===== src/iop_pkg.sv =====
// Purpose: Shared constants and types for the interrupt option and low-power controller.
// Assumes: 100 MHz system clock, AXI4-Lite register access with 8-bit byte addresses.
// Notes: Every offset, field position, reset value and timing count lives here.
package iop_pkg;
    // Register byte addresses.
    localparam logic [7:0] IOP_OPT_OFS = 8'hc8;
    localparam logic [7:0] IOP_MASK_OFS = 8'hcc;
    localparam logic [7:0] IOP_STAT_OFS = 8'hd0;

    // Interrupt option register fields.
    localparam int IOP_LEVEL_BIT = 6;
    localparam int IOP_POL_BIT = 5;
    localparam int IOP_ENABLE_BIT = 4;
    localparam logic [7:0] IOP_OPT_RESET = 8'h00;
    localparam logic [7:0] IOP_OPT_USED = 8'h70;

    // Peripheral mask register fields.
    localparam int IOP_MSK_TIMER = 0;
    localparam int IOP_MSK_CONV = 1;
    localparam int IOP_MSK_OSC32 = 2;
    localparam int IOP_MSK_OSCSEL = 3;
    localparam logic [7:0] IOP_MASK_RESET = 8'h00;
    localparam logic [7:0] IOP_MASK_USED = 8'h0f;

    // Status register fields.
    localparam int IOP_STAT_PWR_LSB = 0;
    localparam int IOP_STAT_PEND_LSB = 4;
    localparam int IOP_STAT_MODE_LSB = 9;

    // Core execution modes reported by the core.
    localparam logic [1:0] IOP_MODE_NORMAL = 2'h0;
    localparam logic [1:0] IOP_MODE_IRQ = 2'h1;
    localparam logic [1:0] IOP_MODE_NMI = 2'h2;

    // AXI responses.
    localparam logic [1:0] IOP_RESP_OKAY = 2'h0;
    localparam logic [1:0] IOP_RESP_SLVERR = 2'h2;

    // Oscillator stabilisation after a stop wake-up.
    localparam int IOP_CLK_PERIOD_NS = 10;
    localparam int IOP_OSC_STAB_NS = 20480;
    localparam int IOP_OSC_STAB_CYC =
        (IOP_OSC_STAB_NS + IOP_CLK_PERIOD_NS - 1) / IOP_CLK_PERIOD_NS;
    localparam logic [11:0] IOP_STAB_LOAD = 12'(IOP_OSC_STAB_CYC);

    typedef enum logic [3:0] {
        PS_RUN = 4'h1,
        PS_WAIT = 4'h2,
        PS_STOP = 4'h4,
        PS_STAB = 4'h8
    } iop_pwr_t;
endpackage


===== src/iop_ctrl.sv =====
// Purpose: Interrupt option register, source routing and wait/stop sequencing.
// Assumes: Core reports its mode and acknowledges each serviced source.
// Notes: Pins pass two flip-flops before any logic reads them.
//
// How it works
// - Option register is write-only, reads zero.
// - All option bits clear on reset.
// - Bit 7 and bits 3-0 ignored.
// - Level select: source 1 level else edge.
// - Polarity bit picks source 2 edge.
// - One rising, zero falling; source 1 falling.
// - Global enable off blocks all but NMI.
// - NMI serviced but no wake when disabled.
// - Enable off: only reset leaves low power.
// - Each peripheral event but SPI done gated by its mask.
// - Conversion done needs converter enable bit.
// - Wait halts fetch, keeps oscillator running.
// - Wait wake resumes with no delay.
// - Stop halts oscillator until external interrupt.
// - Stop wake waits for oscillator stabilisation.
// - Pin or watchdog reset runs normal reset.
// - From main routine, waking interrupt serviced first.
// - From NMI handler, resume next, stay NMI.
// - Maskable wake in handler resumes handler.
// - NMI wake in handler runs NMI first.
// - Active watchdog turns stop into wait.
// - Pending enabled request skips wait or stop.
// - Waking leaves oscillator selection unchanged.
// - Fixed priority: NMI, then source 1..4.
//
// The AXI4-Lite interface to the registers was left to the implementer.
`timescale 1ns/1ps
module iop_ctrl
    import iop_pkg::*;
(
    input wire logic clk,
    input wire logic rst_b,
    input wire logic [7:0] awaddr,
    input wire logic awvalid,
    output logic awready,
    input wire logic [31:0] wdata,
    input wire logic [3:0] wstrb,
    input wire logic wvalid,
    output logic wready,
    output logic [1:0] bresp,
    output logic bvalid,
    input wire logic bready,
    input wire logic [7:0] araddr,
    input wire logic arvalid,
    output logic arready,
    output logic [31:0] rdata,
    output logic [1:0] rresp,
    output logic rvalid,
    input wire logic rready,
    input wire logic waitExec,
    input wire logic stopExec,
    input wire logic [1:0] coreMode,
    input wire logic wdActive,
    input wire logic ackValid,
    input wire logic [2:0] ackSrc,
    output logic [4:0] irqGrant,
    output logic fetchHalt,
    output logic oscEnable,
    output logic oscSelect,
    output logic wakeResume,
    output logic instrSkip,
    input wire logic spiDone,
    input wire logic timerZero,
    input wire logic osc32Event,
    input wire logic convDone,
    input wire logic nmiPin_b,
    input wire logic src1Pin_b,
    input wire logic src2Pin
);
    // Lowest-numbered request wins; bit 0 is the highest rank.
    function automatic logic [4:0] iop_first(input logic [4:0] req);
        logic [4:0] res;
        res = 5'h00;
        for (int i = 4; i >= 0; i--) begin
            if (req[i]) begin
                res = 5'h00;
                res[i] = 1'b1;
            end
        end
        return res;
    endfunction

    logic [7:0] optReg;
    logic [7:0] maskReg;
    logic awHeld;
    logic wHeld;
    logic [7:0] awAddrQ;
    logic [31:0] wDataQ;
    logic [3:0] wStrbQ;
    logic [2:0] pinMeta;
    logic [2:0] pinSync;
    logic [2:0] pinPrev;
    logic src1Prev;
    logic nmiLatch;
    logic s1Latch;
    logic s2Latch;
    logic [1:0] entryMode;
    logic [11:0] stabCnt;
    iop_pwr_t pwr;
    iop_pwr_t next_pwr;

    wire levelSel = optReg[IOP_LEVEL_BIT];
    wire edgePol = optReg[IOP_POL_BIT];
    wire globalIrqEnable = optReg[IOP_ENABLE_BIT];

    // Register bus: write path pairs address and data in either order.
    wire doWrite = awHeld & wHeld & ~bvalid;
    wire wrOpt = awAddrQ == IOP_OPT_OFS;
    wire wrMask = awAddrQ == IOP_MASK_OFS;
    wire wrStat = awAddrQ == IOP_STAT_OFS;
    wire wrMapped = wrOpt | wrMask | wrStat;
    assign awready = ~awHeld & ~bvalid;
    assign wready = ~wHeld & ~bvalid;
    assign arready = ~rvalid;

    always_ff @(posedge clk or negedge rst_b) begin
        if (!rst_b) begin
            awHeld <= 1'b0;
            wHeld <= 1'b0;
            awAddrQ <= 8'h00;
            wDataQ <= 32'h0;
            wStrbQ <= 4'h0;
        end else begin
            if (awvalid && awready) begin
                awHeld <= 1'b1;
                awAddrQ <= awaddr;
            end else if (doWrite) begin
                awHeld <= 1'b0;
            end
            if (wvalid && wready) begin
                wHeld <= 1'b1;
                wDataQ <= wdata;
                wStrbQ <= wstrb;
            end else if (doWrite) begin
                wHeld <= 1'b0;
            end
        end
    end

    always_ff @(posedge clk or negedge rst_b) begin
        if (!rst_b) begin
            bvalid <= 1'b0;
            bresp <= IOP_RESP_OKAY;
        end else if (doWrite) begin
            bvalid <= 1'b1;
            bresp <= wrMapped ? IOP_RESP_OKAY : IOP_RESP_SLVERR;
        end else if (bready) begin
            bvalid <= 1'b0;
        end
    end

    always_ff @(posedge clk or negedge rst_b) begin
        if (!rst_b) begin
            optReg <= IOP_OPT_RESET;
            maskReg <= IOP_MASK_RESET;
        end else if (doWrite && wStrbQ[0]) begin
            if (wrOpt) begin
                optReg <= wDataQ[7:0] & IOP_OPT_USED;
            end else if (wrMask) begin
                maskReg <= wDataQ[7:0] & IOP_MASK_USED;
            end
        end
    end

    assign oscSelect = maskReg[IOP_MSK_OSCSEL];

    // Read path; the option register keeps no readable copy.
    wire [4:0] pendVec;
    wire [31:0] statWord = {21'h0, entryMode, pendVec, pwr};
    wire rdOpt = araddr == IOP_OPT_OFS;
    wire rdMask = araddr == IOP_MASK_OFS;
    wire rdStat = araddr == IOP_STAT_OFS;
    wire [31:0] rdMux = rdMask ? {24'h0, maskReg} : rdStat ? statWord : 32'h0;

    always_ff @(posedge clk or negedge rst_b) begin
        if (!rst_b) begin
            rvalid <= 1'b0;
            rdata <= 32'h0;
            rresp <= IOP_RESP_OKAY;
        end else if (arvalid && arready) begin
            rvalid <= 1'b1;
            rdata <= rdMux;
            rresp <= (rdOpt | rdMask | rdStat) ? IOP_RESP_OKAY : IOP_RESP_SLVERR;
        end else if (rready) begin
            rvalid <= 1'b0;
        end
    end

    // Pin synchronisers; order is {src2, src1, nmi}.
    always_ff @(posedge clk or negedge rst_b) begin
        if (!rst_b) begin
            pinMeta <= 3'h7;
            pinSync <= 3'h7;
            pinPrev <= 3'h7;
        end else begin
            pinMeta <= {src2Pin, src1Pin_b, nmiPin_b};
            pinSync <= pinMeta;
            pinPrev <= pinSync;
        end
    end

    wire nmiEdge = pinPrev[0] & ~pinSync[0];
    wire src1Line = ~pinSync[1] | spiDone;
    // falling pin gives source 1 edge
    wire src1Edge = src1Line & ~src1Prev;
    wire src2Edge = edgePol ? (pinSync[2] & ~pinPrev[2]) : (~pinSync[2] & pinPrev[2]);
    wire ackNmi = ackValid && ackSrc == 3'h0;
    wire ackS1 = ackValid && ackSrc == 3'h1;
    wire ackS2 = ackValid && ackSrc == 3'h2;

    // Edge latches: a new edge wins over the acknowledge in the same cycle.
    always_ff @(posedge clk or negedge rst_b) begin
        if (!rst_b) begin
            src1Prev <= 1'b0;
            nmiLatch <= 1'b0;
            s1Latch <= 1'b0;
            s2Latch <= 1'b0;
        end else begin
            src1Prev <= src1Line;
            nmiLatch <= nmiEdge | (nmiLatch & ~ackNmi);
            s1Latch <= (src1Edge & ~levelSel) | (s1Latch & ~ackS1 & ~levelSel);
            s2Latch <= src2Edge | (s2Latch & ~ackS2);
        end
    end

    wire s1Req = levelSel ? src1Line : s1Latch;
    // timer and oscillator onto source 3
    wire s3Req = (timerZero & maskReg[IOP_MSK_TIMER]) | (osc32Event & maskReg[IOP_MSK_OSC32]);
    wire s4Req = convDone & maskReg[IOP_MSK_CONV];
    wire [3:0] rawReq = {s4Req, s3Req, s2Latch, s1Req};
    wire [3:0] maskedReq = globalIrqEnable ? rawReq : 4'h0;
    assign pendVec = {maskedReq, nmiLatch};
    wire enabledPending = |pendVec;

    // Arbitration runs only while executing; the core mode decides who may
    // preempt, which also gives the right order after a wake-up.
    // NMI serviced regardless of enable
    wire nmiOk = nmiLatch && coreMode != IOP_MODE_NMI;
    wire maskOk = coreMode == IOP_MODE_NORMAL;
    wire [4:0] grantReq = {maskOk ? maskedReq : 4'h0, nmiOk};
    assign irqGrant = (pwr == PS_RUN) ? iop_first(grantReq) : 5'h00;

    // Wake conditions; with enable low nothing but reset ends low power.
    // no NMI wake when disabled
    wire waitWake = globalIrqEnable & (nmiLatch | |rawReq);
    wire stopWake = globalIrqEnable & (nmiLatch | s1Req | s2Latch);
    wire lpEnter = waitExec | stopExec;
    wire goStop = stopExec & ~wdActive;

    always_comb begin
        next_pwr = pwr;
        case (pwr)
            PS_RUN: begin
                if (lpEnter && !enabledPending) begin
                    next_pwr = goStop ? PS_STOP : PS_WAIT;
                end
            end
            PS_WAIT: begin
                if (waitWake) begin
                    next_pwr = PS_RUN;
                end
            end
            PS_STOP: begin
                if (stopWake) begin
                    next_pwr = PS_STAB;
                end
            end
            PS_STAB: begin
                if (stabCnt == 12'h001) begin
                    next_pwr = PS_RUN;
                end
            end
            default: begin
                next_pwr = PS_RUN;
            end
        endcase
    end

    always_ff @(posedge clk or negedge rst_b) begin
        if (!rst_b) begin
            pwr <= PS_RUN;
        end else begin
            pwr <= next_pwr;
        end
    end

    always_ff @(posedge clk or negedge rst_b) begin
        if (!rst_b) begin
            stabCnt <= 12'h000;
        end else if (pwr == PS_STOP && stopWake) begin
            stabCnt <= IOP_STAB_LOAD;
        end else if (pwr == PS_STAB) begin
            stabCnt <= stabCnt - 12'h001;
        end
    end

    // The mode at entry is kept so software can see how the core slept.
    always_ff @(posedge clk or negedge rst_b) begin
        if (!rst_b) begin
            entryMode <= IOP_MODE_NORMAL;
            instrSkip <= 1'b0;
            wakeResume <= 1'b0;
        end else begin
            if (pwr == PS_RUN && lpEnter && !enabledPending) begin
                entryMode <= coreMode;
            end
            instrSkip <= pwr == PS_RUN && lpEnter && enabledPending;
            wakeResume <= (pwr != PS_RUN) && next_pwr == PS_RUN;
        end
    end

    assign fetchHalt = pwr != PS_RUN;
    assign oscEnable = pwr != PS_STOP;
endmodule


===== config.mk =====
export PLATFORM = sky130hd
export DESIGN_NAME = iop_ctrl
export DESIGN_NICKNAME = d
export VERILOG_FILES = /design/src/iop_pkg.sv /design/src/iop_ctrl.sv
export SDC_FILE = /design/constraint.sdc
export NUM_CORES = 1
export LEC_CHECK = 0
export BUFFER_PORTS_ARGS = -buffer_cell sky130_fd_sc_hd__buf_2
export CELL_PAD_IN_SITES_DETAIL_PLACEMENT = 1
export CELL_PAD_IN_SITES_GLOBAL_PLACEMENT = 1
export CORE_AREA = 2 2 95 97
export DETAILED_ROUTE_END_ITERATION = 16
export DIE_AREA = 0 0 97 99
export PLACE_DENSITY_LB_ADDON = 0.1
export SKIP_CTS_REPAIR_TIMING = 1
export SYNTH_ARGS = -nofsm -noshare
export SYNTH_HDL_FRONTEND = slang
export SYNTH_SLANG_ARGS = --single-unit
export TNS_END_PERCENT = 50

===== constraint.sdc =====
create_clock -name clk -period 6.25 [get_ports clk]
set_clock_uncertainty 0.1 [all_clocks]
set_input_delay 1.25 -clock clk [delete_from_list [all_inputs] [get_ports clk]]
set_output_delay 1.25 -clock clk [all_outputs]
set_load 0.02 [all_outputs]

==> results.cfg, run 1 <==
[grt]
grt_max_degree = 73
grt_pass1_vias = 2535
grt_antenna_before_repair = 0
grt_overflow_total = 0
grt_pass1_wl_um = 12400
track_usage_pct = 16.1

[timing]
tns_ns = 0
period_minus_slack_ns = 3.81
slew_violations = 0
relSlewSlack_pct = 31.7
rsz0062_at_grt = no
setup_viol = 0
layout_setup_ws_ns = 2.44
fin_crit_sh_pct = 60.9
hold_viol_final = 0
max_freq_mhz = 263
worstMarginPinSlew_ns = 1.02

[cts]
cts_buffers = 9
cts_root_buf = clkbuf_8
clockBufferDepth = 2
clk_pin_slew_worst_paths_ns = 0.08
cts_max_level = 3
clock-sinks = 72
cts_tree = yes
clk-insertion-delay-late_ns = 0.34

[synthesis]
netlist.area_leader.share_pct = 46.7
syn-cell-area_um2 = 3380
synthSimpleGateAreaFrac_pct = 16.2
syn_avg_cell_area_um2 = 11.1
synth_xor_xnor_area_share_pct = 3.11
async_reset_ff_share_pct = 100
post_synth_mux_area_share_pct = 8.30
postSynthCellCount = 305
synthAdderAreaFrac_pct = 0.741
yosysTopAreaCell = dfrtp_1
ys_ff_latch = 72
synth_edf_count = 0
synthTopCellsByArea = dfrtp_1 (47%), mux2_2 (7.3%), dfstp_2 (7.0%)
ys_types = 51
synth_top_family_by_area = simple AND/OR/NAND/NOR gates
synth_compound_gate_area_share_pct = 10.1
ys_seq_area_share_pct = 53.7
ys.flop_type = dfrtp_1
ys_warn_count = 0

[floorplanning]
die_y_um = 99
die_w_um = 97
pin_count = 126
rows = 34
core_area_um2 = 8550
start_util_pct = 39.5
dieArea_um2 = 9600

[detailed_routing]
dr.pass1.iters = 4
vias = 2460
drc_errors = 0
vias_per_cell = 4.98
drtIter0Drc = 73
wirelength_um = 7540
antenna_left = 0
post_drt_wl_per_cell_um = 15.3

[setup_path]
cp.buffers_inverters = 1
max_stage_delay_ns = 0.71
critical_path_required_ns = 4.90
cp_cell_sequence = or4b_1 -> nor4_2 -> o21ai_0 -> nor2_1 -> buf_2
crit_path_end_kind = output pin
cp_top_family = simple AND/OR/NAND/NOR gates
worst_path_max_delay_cell = or4b_1
worstPathArrival_ns = 2.46
r2r_slack_ns = 3.89
path_class = flop to output pin
crit_fanout = 10
start_kind = flop

[power_and_ir_drop]
p_leak_nw = 1.82
p_per_area_nw_per_um2 = 339
worst_ir_drop_vdd_uv = 209
swShare_pct = 30.8
p_int_w = 0.000937
switching_power_w = 0.000417
combPwrFrac_pct = 22.5
pwr-share-clk_pct = 30.3
seq_power_share_pct = 47.2

[cells_and_area]
nNetsFinal = 458
drive_gt1_share_pct = 33.2
area_delta_synth_final_pct = 18.1
insertedDiodeCount = 0
regArea_um2 = 1810
num-fill-cells = 974
multi_input_area_um2 = 1390

[placement]
dp_hpwl_um = 5340
gp_congestion = 0.731
port_buffers = 74
place_ws_ns = 2.65

[status]
status = completed

[min_path]
hold_path_class = flop to flop

[flow_run]
max-cap-violations = 0
-- through the flow --
| step | cells | utilization, % | total power [W] | cell area [um2] | hold WS, ns |
|---|---|---|---|---|---|
| floorplan | 327 | - | 0.000860 | 3460 | 0.245 |
| global placement | 478 | 44.0 | 0.000943 | 3760 | 0.245 |
| detailed placement | 478 | 44.0 | 0.000955 | 3760 | 0.247 |
| CTS | 494 | 46.6 | 0.00137 | 3990 | 0.259 |
| global route | 494 | 46.6 | 0.00143 | 3990 | 0.262 |
| finish | 494 | 46.6 | 0.00135 | 3990 | 0.258 |
-- layout by cell type, fill, tap and decap left out, drive strengths merged, types with 3 or more instances in the layout --
cell and n:
a211oi 3, a21o 4, a21oi 7, a22o 4, a22oi 5, and2 3, buf 76, clkbuf 11
conb 23, dfrtp 63, dfstp 9, inv 12, mux2 24, nand2 22, nand2b 4, nand3 7
nand3b 3, nand4 5, nor2 27, nor2b 3, nor3 5, nor4 8, nor4b 3, o21ai 13
o41ai 3, xor2 10
-- cell families (layout without fill, tap and decap cells) --
group	count (synthesis)	count (layout)
adder cells (fa/ha/maj)	2	2
multiplexers	25	25
XOR/XNOR	12	12
AND/OR/NAND/NOR	101	101
AO/OA/AOI/OAI	47	47
other	1	23
buffers and inverters	45	104
flip-flops	72	72
-- power by group through the flow --
| stage | sequential, W | clock, W | combinational [W] |
|---|---|---|---|
| 6_report | 0.000638 | 0.000410 | 0.000305 |
| 5_1_grt | 0.000654 | 0.000438 | 0.000339 |
| 4_1_cts | 0.000639 | 0.000424 | 0.000311 |
| 3_5_place_dp | 0.000647 | 0 | 0.000309 |
| 3_3_place_gp | 0.000644 | 0 | 0.000300 |
| 2_1_floorplan | 0.000641 | 0 | 0.000219 |
-- synth_stat cells, types with 4 or more instances --
cell type / number
xor2_1: 10
nand3_1: 7
nor4_1: 6
inv_1: 12
a21o_1: 4
dfrtp_1: 63
dfstp_2: 9
mux2_2: 22
clkbuf_1: 7
o21ai_0: 12
buf_4: 23
nand2b_1: 4
nor2_1: 27
a21oi_1: 7
a22o_1: 4
nor3_1: 5
a22oi_1: 5
nand2_1: 22
nand4_1: 5
-- final cells by class --
cell class	instances	area share, %
timing repair buffer	76	9.66
inverter	12	1.13
clock inverter	5	2.04
clock buffer	11	3.55
sequential	72	45.5
multi-input combinational	210	34.8
tap	108	3.39
-- final timing paths --
check / from / endpoint / cells after the start
worst max-delay path: pwr[0]$_DFF_PN1_ / irqGrant[4] / 5
worst min-delay path: pinMeta[1]$_DFF_PN1_ / pinSync[1]$_DFF_PN1_ / 0
worst max register to register: rvalid$_DFFE_PN0P_ / rdata[8]$_DFFE_PN0P_ / 4
worst min register to register: pinMeta[1]$_DFF_PN1_ / pinSync[1]$_DFF_PN1_ / 0
max in group asynchronous: rst_b / pwr[2]$_DFF_PN0_ / 2
min in group asynchronous: rst_b / awAddrQ[7]$_DFFE_PN0P_ / 2
-- flip-flops by register name, indices dropped and copies added, names as in the netlist, 2 cells and up --
register / count
entryMode: 2
wDataQ: 7
awAddrQ: 8
pinPrev: 2
pinSync: 3
pwr: 4
stabCnt: 12
rdata: 11
pinMeta: 3
optReg: 3
maskReg: 4
-- metal layers --
layer  wire (um)  share of wire (%)  up-vias  global-route usage (%)
met5           0                  0        -                       0
met4          96                1.3        0                    6.50
met3         283                3.8        8                    2.84
met2        3790                 50       52                    26.8
met1        3360                 45     1222                    21.1
li1            -                  -     1178                       -
Power figures use the tool's default switching activity.
==> run 2, diff against run 1 <==
--- a/config.mk
+++ b/config.mk
@@ -8,9 +8,9 @@
 export BUFFER_PORTS_ARGS = -buffer_cell sky130_fd_sc_hd__buf_2
 export CELL_PAD_IN_SITES_DETAIL_PLACEMENT = 1
 export CELL_PAD_IN_SITES_GLOBAL_PLACEMENT = 1
-export CORE_AREA = 2 2 95 97
+export CORE_AREA = 2 2 103 105
 export DETAILED_ROUTE_END_ITERATION = 16
-export DIE_AREA = 0 0 97 99
+export DIE_AREA = 0 0 105 107
 export PLACE_DENSITY_LB_ADDON = 0.1
 export SKIP_CTS_REPAIR_TIMING = 1
 export SYNTH_ARGS = -nofsm -noshare
==> constraint.sdc (replaced) <==
create_clock -name clk -period 3.2 [get_ports clk]
set_clock_uncertainty 0.1 [all_clocks]
set_input_delay 0.64 -clock clk [delete_from_list [all_inputs] [get_ports clk]]
set_output_delay 0.64 -clock clk [all_outputs]
set_load 0.02 [all_outputs]
==> results.cfg, run 2 (synthesized netlist as in run 1, its figures left out) <==
[setup_path]
r2r-start = pwr[0]$_DFF_PN1_
rr_endpoint = entryMode[1]$_DFFE_PN0P_
r2r_slack_ns = 0.93
crit_path_end_kind = output pin
path_class = flop to output pin
worstPathArrival_ns = 2.28
start_kind = flop
rr_worst_depth = 4
crit_fanout = 7
critical_path_required_ns = 2.46

[cells_and_area]
layout_commonest_cell = buf_2
nNetsFinal = 461
postLayoutCellArea_um2 = 4060
largest-register = stabCnt
area_delta_synth_final_pct = 20.2
drive_gt1_share_pct = 33.7
num-fill-cells = 1196
insertedDiodeCount = 0
final_cell_mix = buf_2 (74), dfrtp_1 (63), nor2_1 (27)
top_regs = stabCnt (12), rdata (11), awAddrQ (8)
largest_reg_flops = 12

[floorplanning]
pin_count = 126
core_area_um2 = 10100
die_y_um = 107
die_w_um = 105
dieArea_um2 = 11200
start_util_pct = 33.4
rows = 37

[timing]
relSlewSlack_pct = 43.0
rsz0062_at_grt = no
max_freq_mhz = 331
slew_violations = 0
hold_viol_final = 0
period_minus_slack_ns = 3.02
setup_viol = 0
fin_crit_sh_pct = 94.5
worstMarginPinSlew_ns = 0.848
tns_ns = 0
layout_setup_ws_ns = 0.177

[cts]
cts_buffers = 9
clk-insertion-delay-late_ns = 0.34
clockBufferDepth = 2
clk_pin_slew_worst_paths_ns = 0.08
cts_root_buf = clkbuf_8
cts_max_level = 3
clock-sinks = 72
cts_tree = yes

[detailed_routing]
wirelength_um = 7630
dr.pass1.iters = 4
drc_errors = 0
drtIter0Drc = 80
vias = 2497
post_drt_wl_per_cell_um = 14.5
antenna_left = 0
vias_per_cell = 4.76

[power_and_ir_drop]
worst_ir_drop_vdd_uv = 331
finalPower_w = 0.00265
p_leak_nw = 1.84
p_per_area_nw_per_um2 = 653

[grt]
grt_overflow_total = 0
track_usage_pct = 14.5
grt_pass1_wl_um = 12800
grt_pass1_vias = 2548
grt_max_degree = 45
grt_antenna_before_repair = 0

[flow_run]
max-cap-violations = 0

[min_path]
hold_path_class = input port to asynchronous set/reset pin

[placement]
dp_hpwl_um = 5650
gp_congestion = 0.728
port_buffers = 74
place_ws_ns = 0.529
placed_cell_area_um2 = 3830

[status]
status = completed
run 2: worst max-delay path, stage by stage (launching register included):
cell and delay (ns):
dfstp_2 0.60, or4b_1 0.54, nor4_2 0.29, o21ai_0 0.17
nor2_1 0.16, buf_2 0.18
run 2: cell type report:
cell class | instances | area (um2) | area share, %
Sequential cell | 72 | 1810 | 44.7
Clock buffer | 10 | 128 | 3.15
Timing Repair Buffer | 79 | 420 | 10.4
Multi-Input combinational cell | 210 | 1390 | 34.2
Inverter | 12 | 45.0 | 1.11
Clock inverter | 6 | 93.8 | 2.31
Tap cell | 136 | 170 | 4.19
run 2: report_power, final:
group          internal, W  switching (W)  leakage (nW)
Clock             0.000443       0.000353         0.107
Combinational     0.000273       0.000339         0.893
Sequential         0.00111       0.000132         0.841
run 2: routing by layer:
layer | track usage (%) | share of wire, % | vias up
li1 | - | - | 1189
met1 | 19.1 | 46 | 1230
met2 | 23.4 | 48 | 67
met3 | 3.22 | 4.0 | 11
met4 | 5.43 | 1.8 | 0
met5 | 0 | 0 | -
run 2: worst max path at each step:
stage | start | endpoint | slack (ns) | cells past startpoint
5_1_grt | pwr[0]$_DFF_PN1_ | irqGrant[4] | 0.07 | 5
2_1_floorplan | pwr[0]$_DFF_PN1_ | irqGrant[4] | 0.55 | 5
4_1_cts | pwr[0]$_DFF_PN1_ | irqGrant[4] | 0.12 | 5
3_5_place_dp | pwr[0]$_DFF_PN1_ | irqGrant[4] | 0.53 | 5
6_report | pwr[0]$_DFF_PN1_ | irqGrant[4] | 0.18 | 5
3_3_place_gp | pwr[0]$_DFF_PN1_ | irqGrant[4] | 0.55 | 5
run 2: per-stage QoR:
stage                     utilization, %  hold WS (ns)  instances
final                               40.2         0.230        525
after global routing                40.2         0.259        525
after CTS                           40.2         0.247        525
after detailed placement            38.0         0.247        509
after global placement              38.0         0.246        509
after floorplan                        -         0.244        327
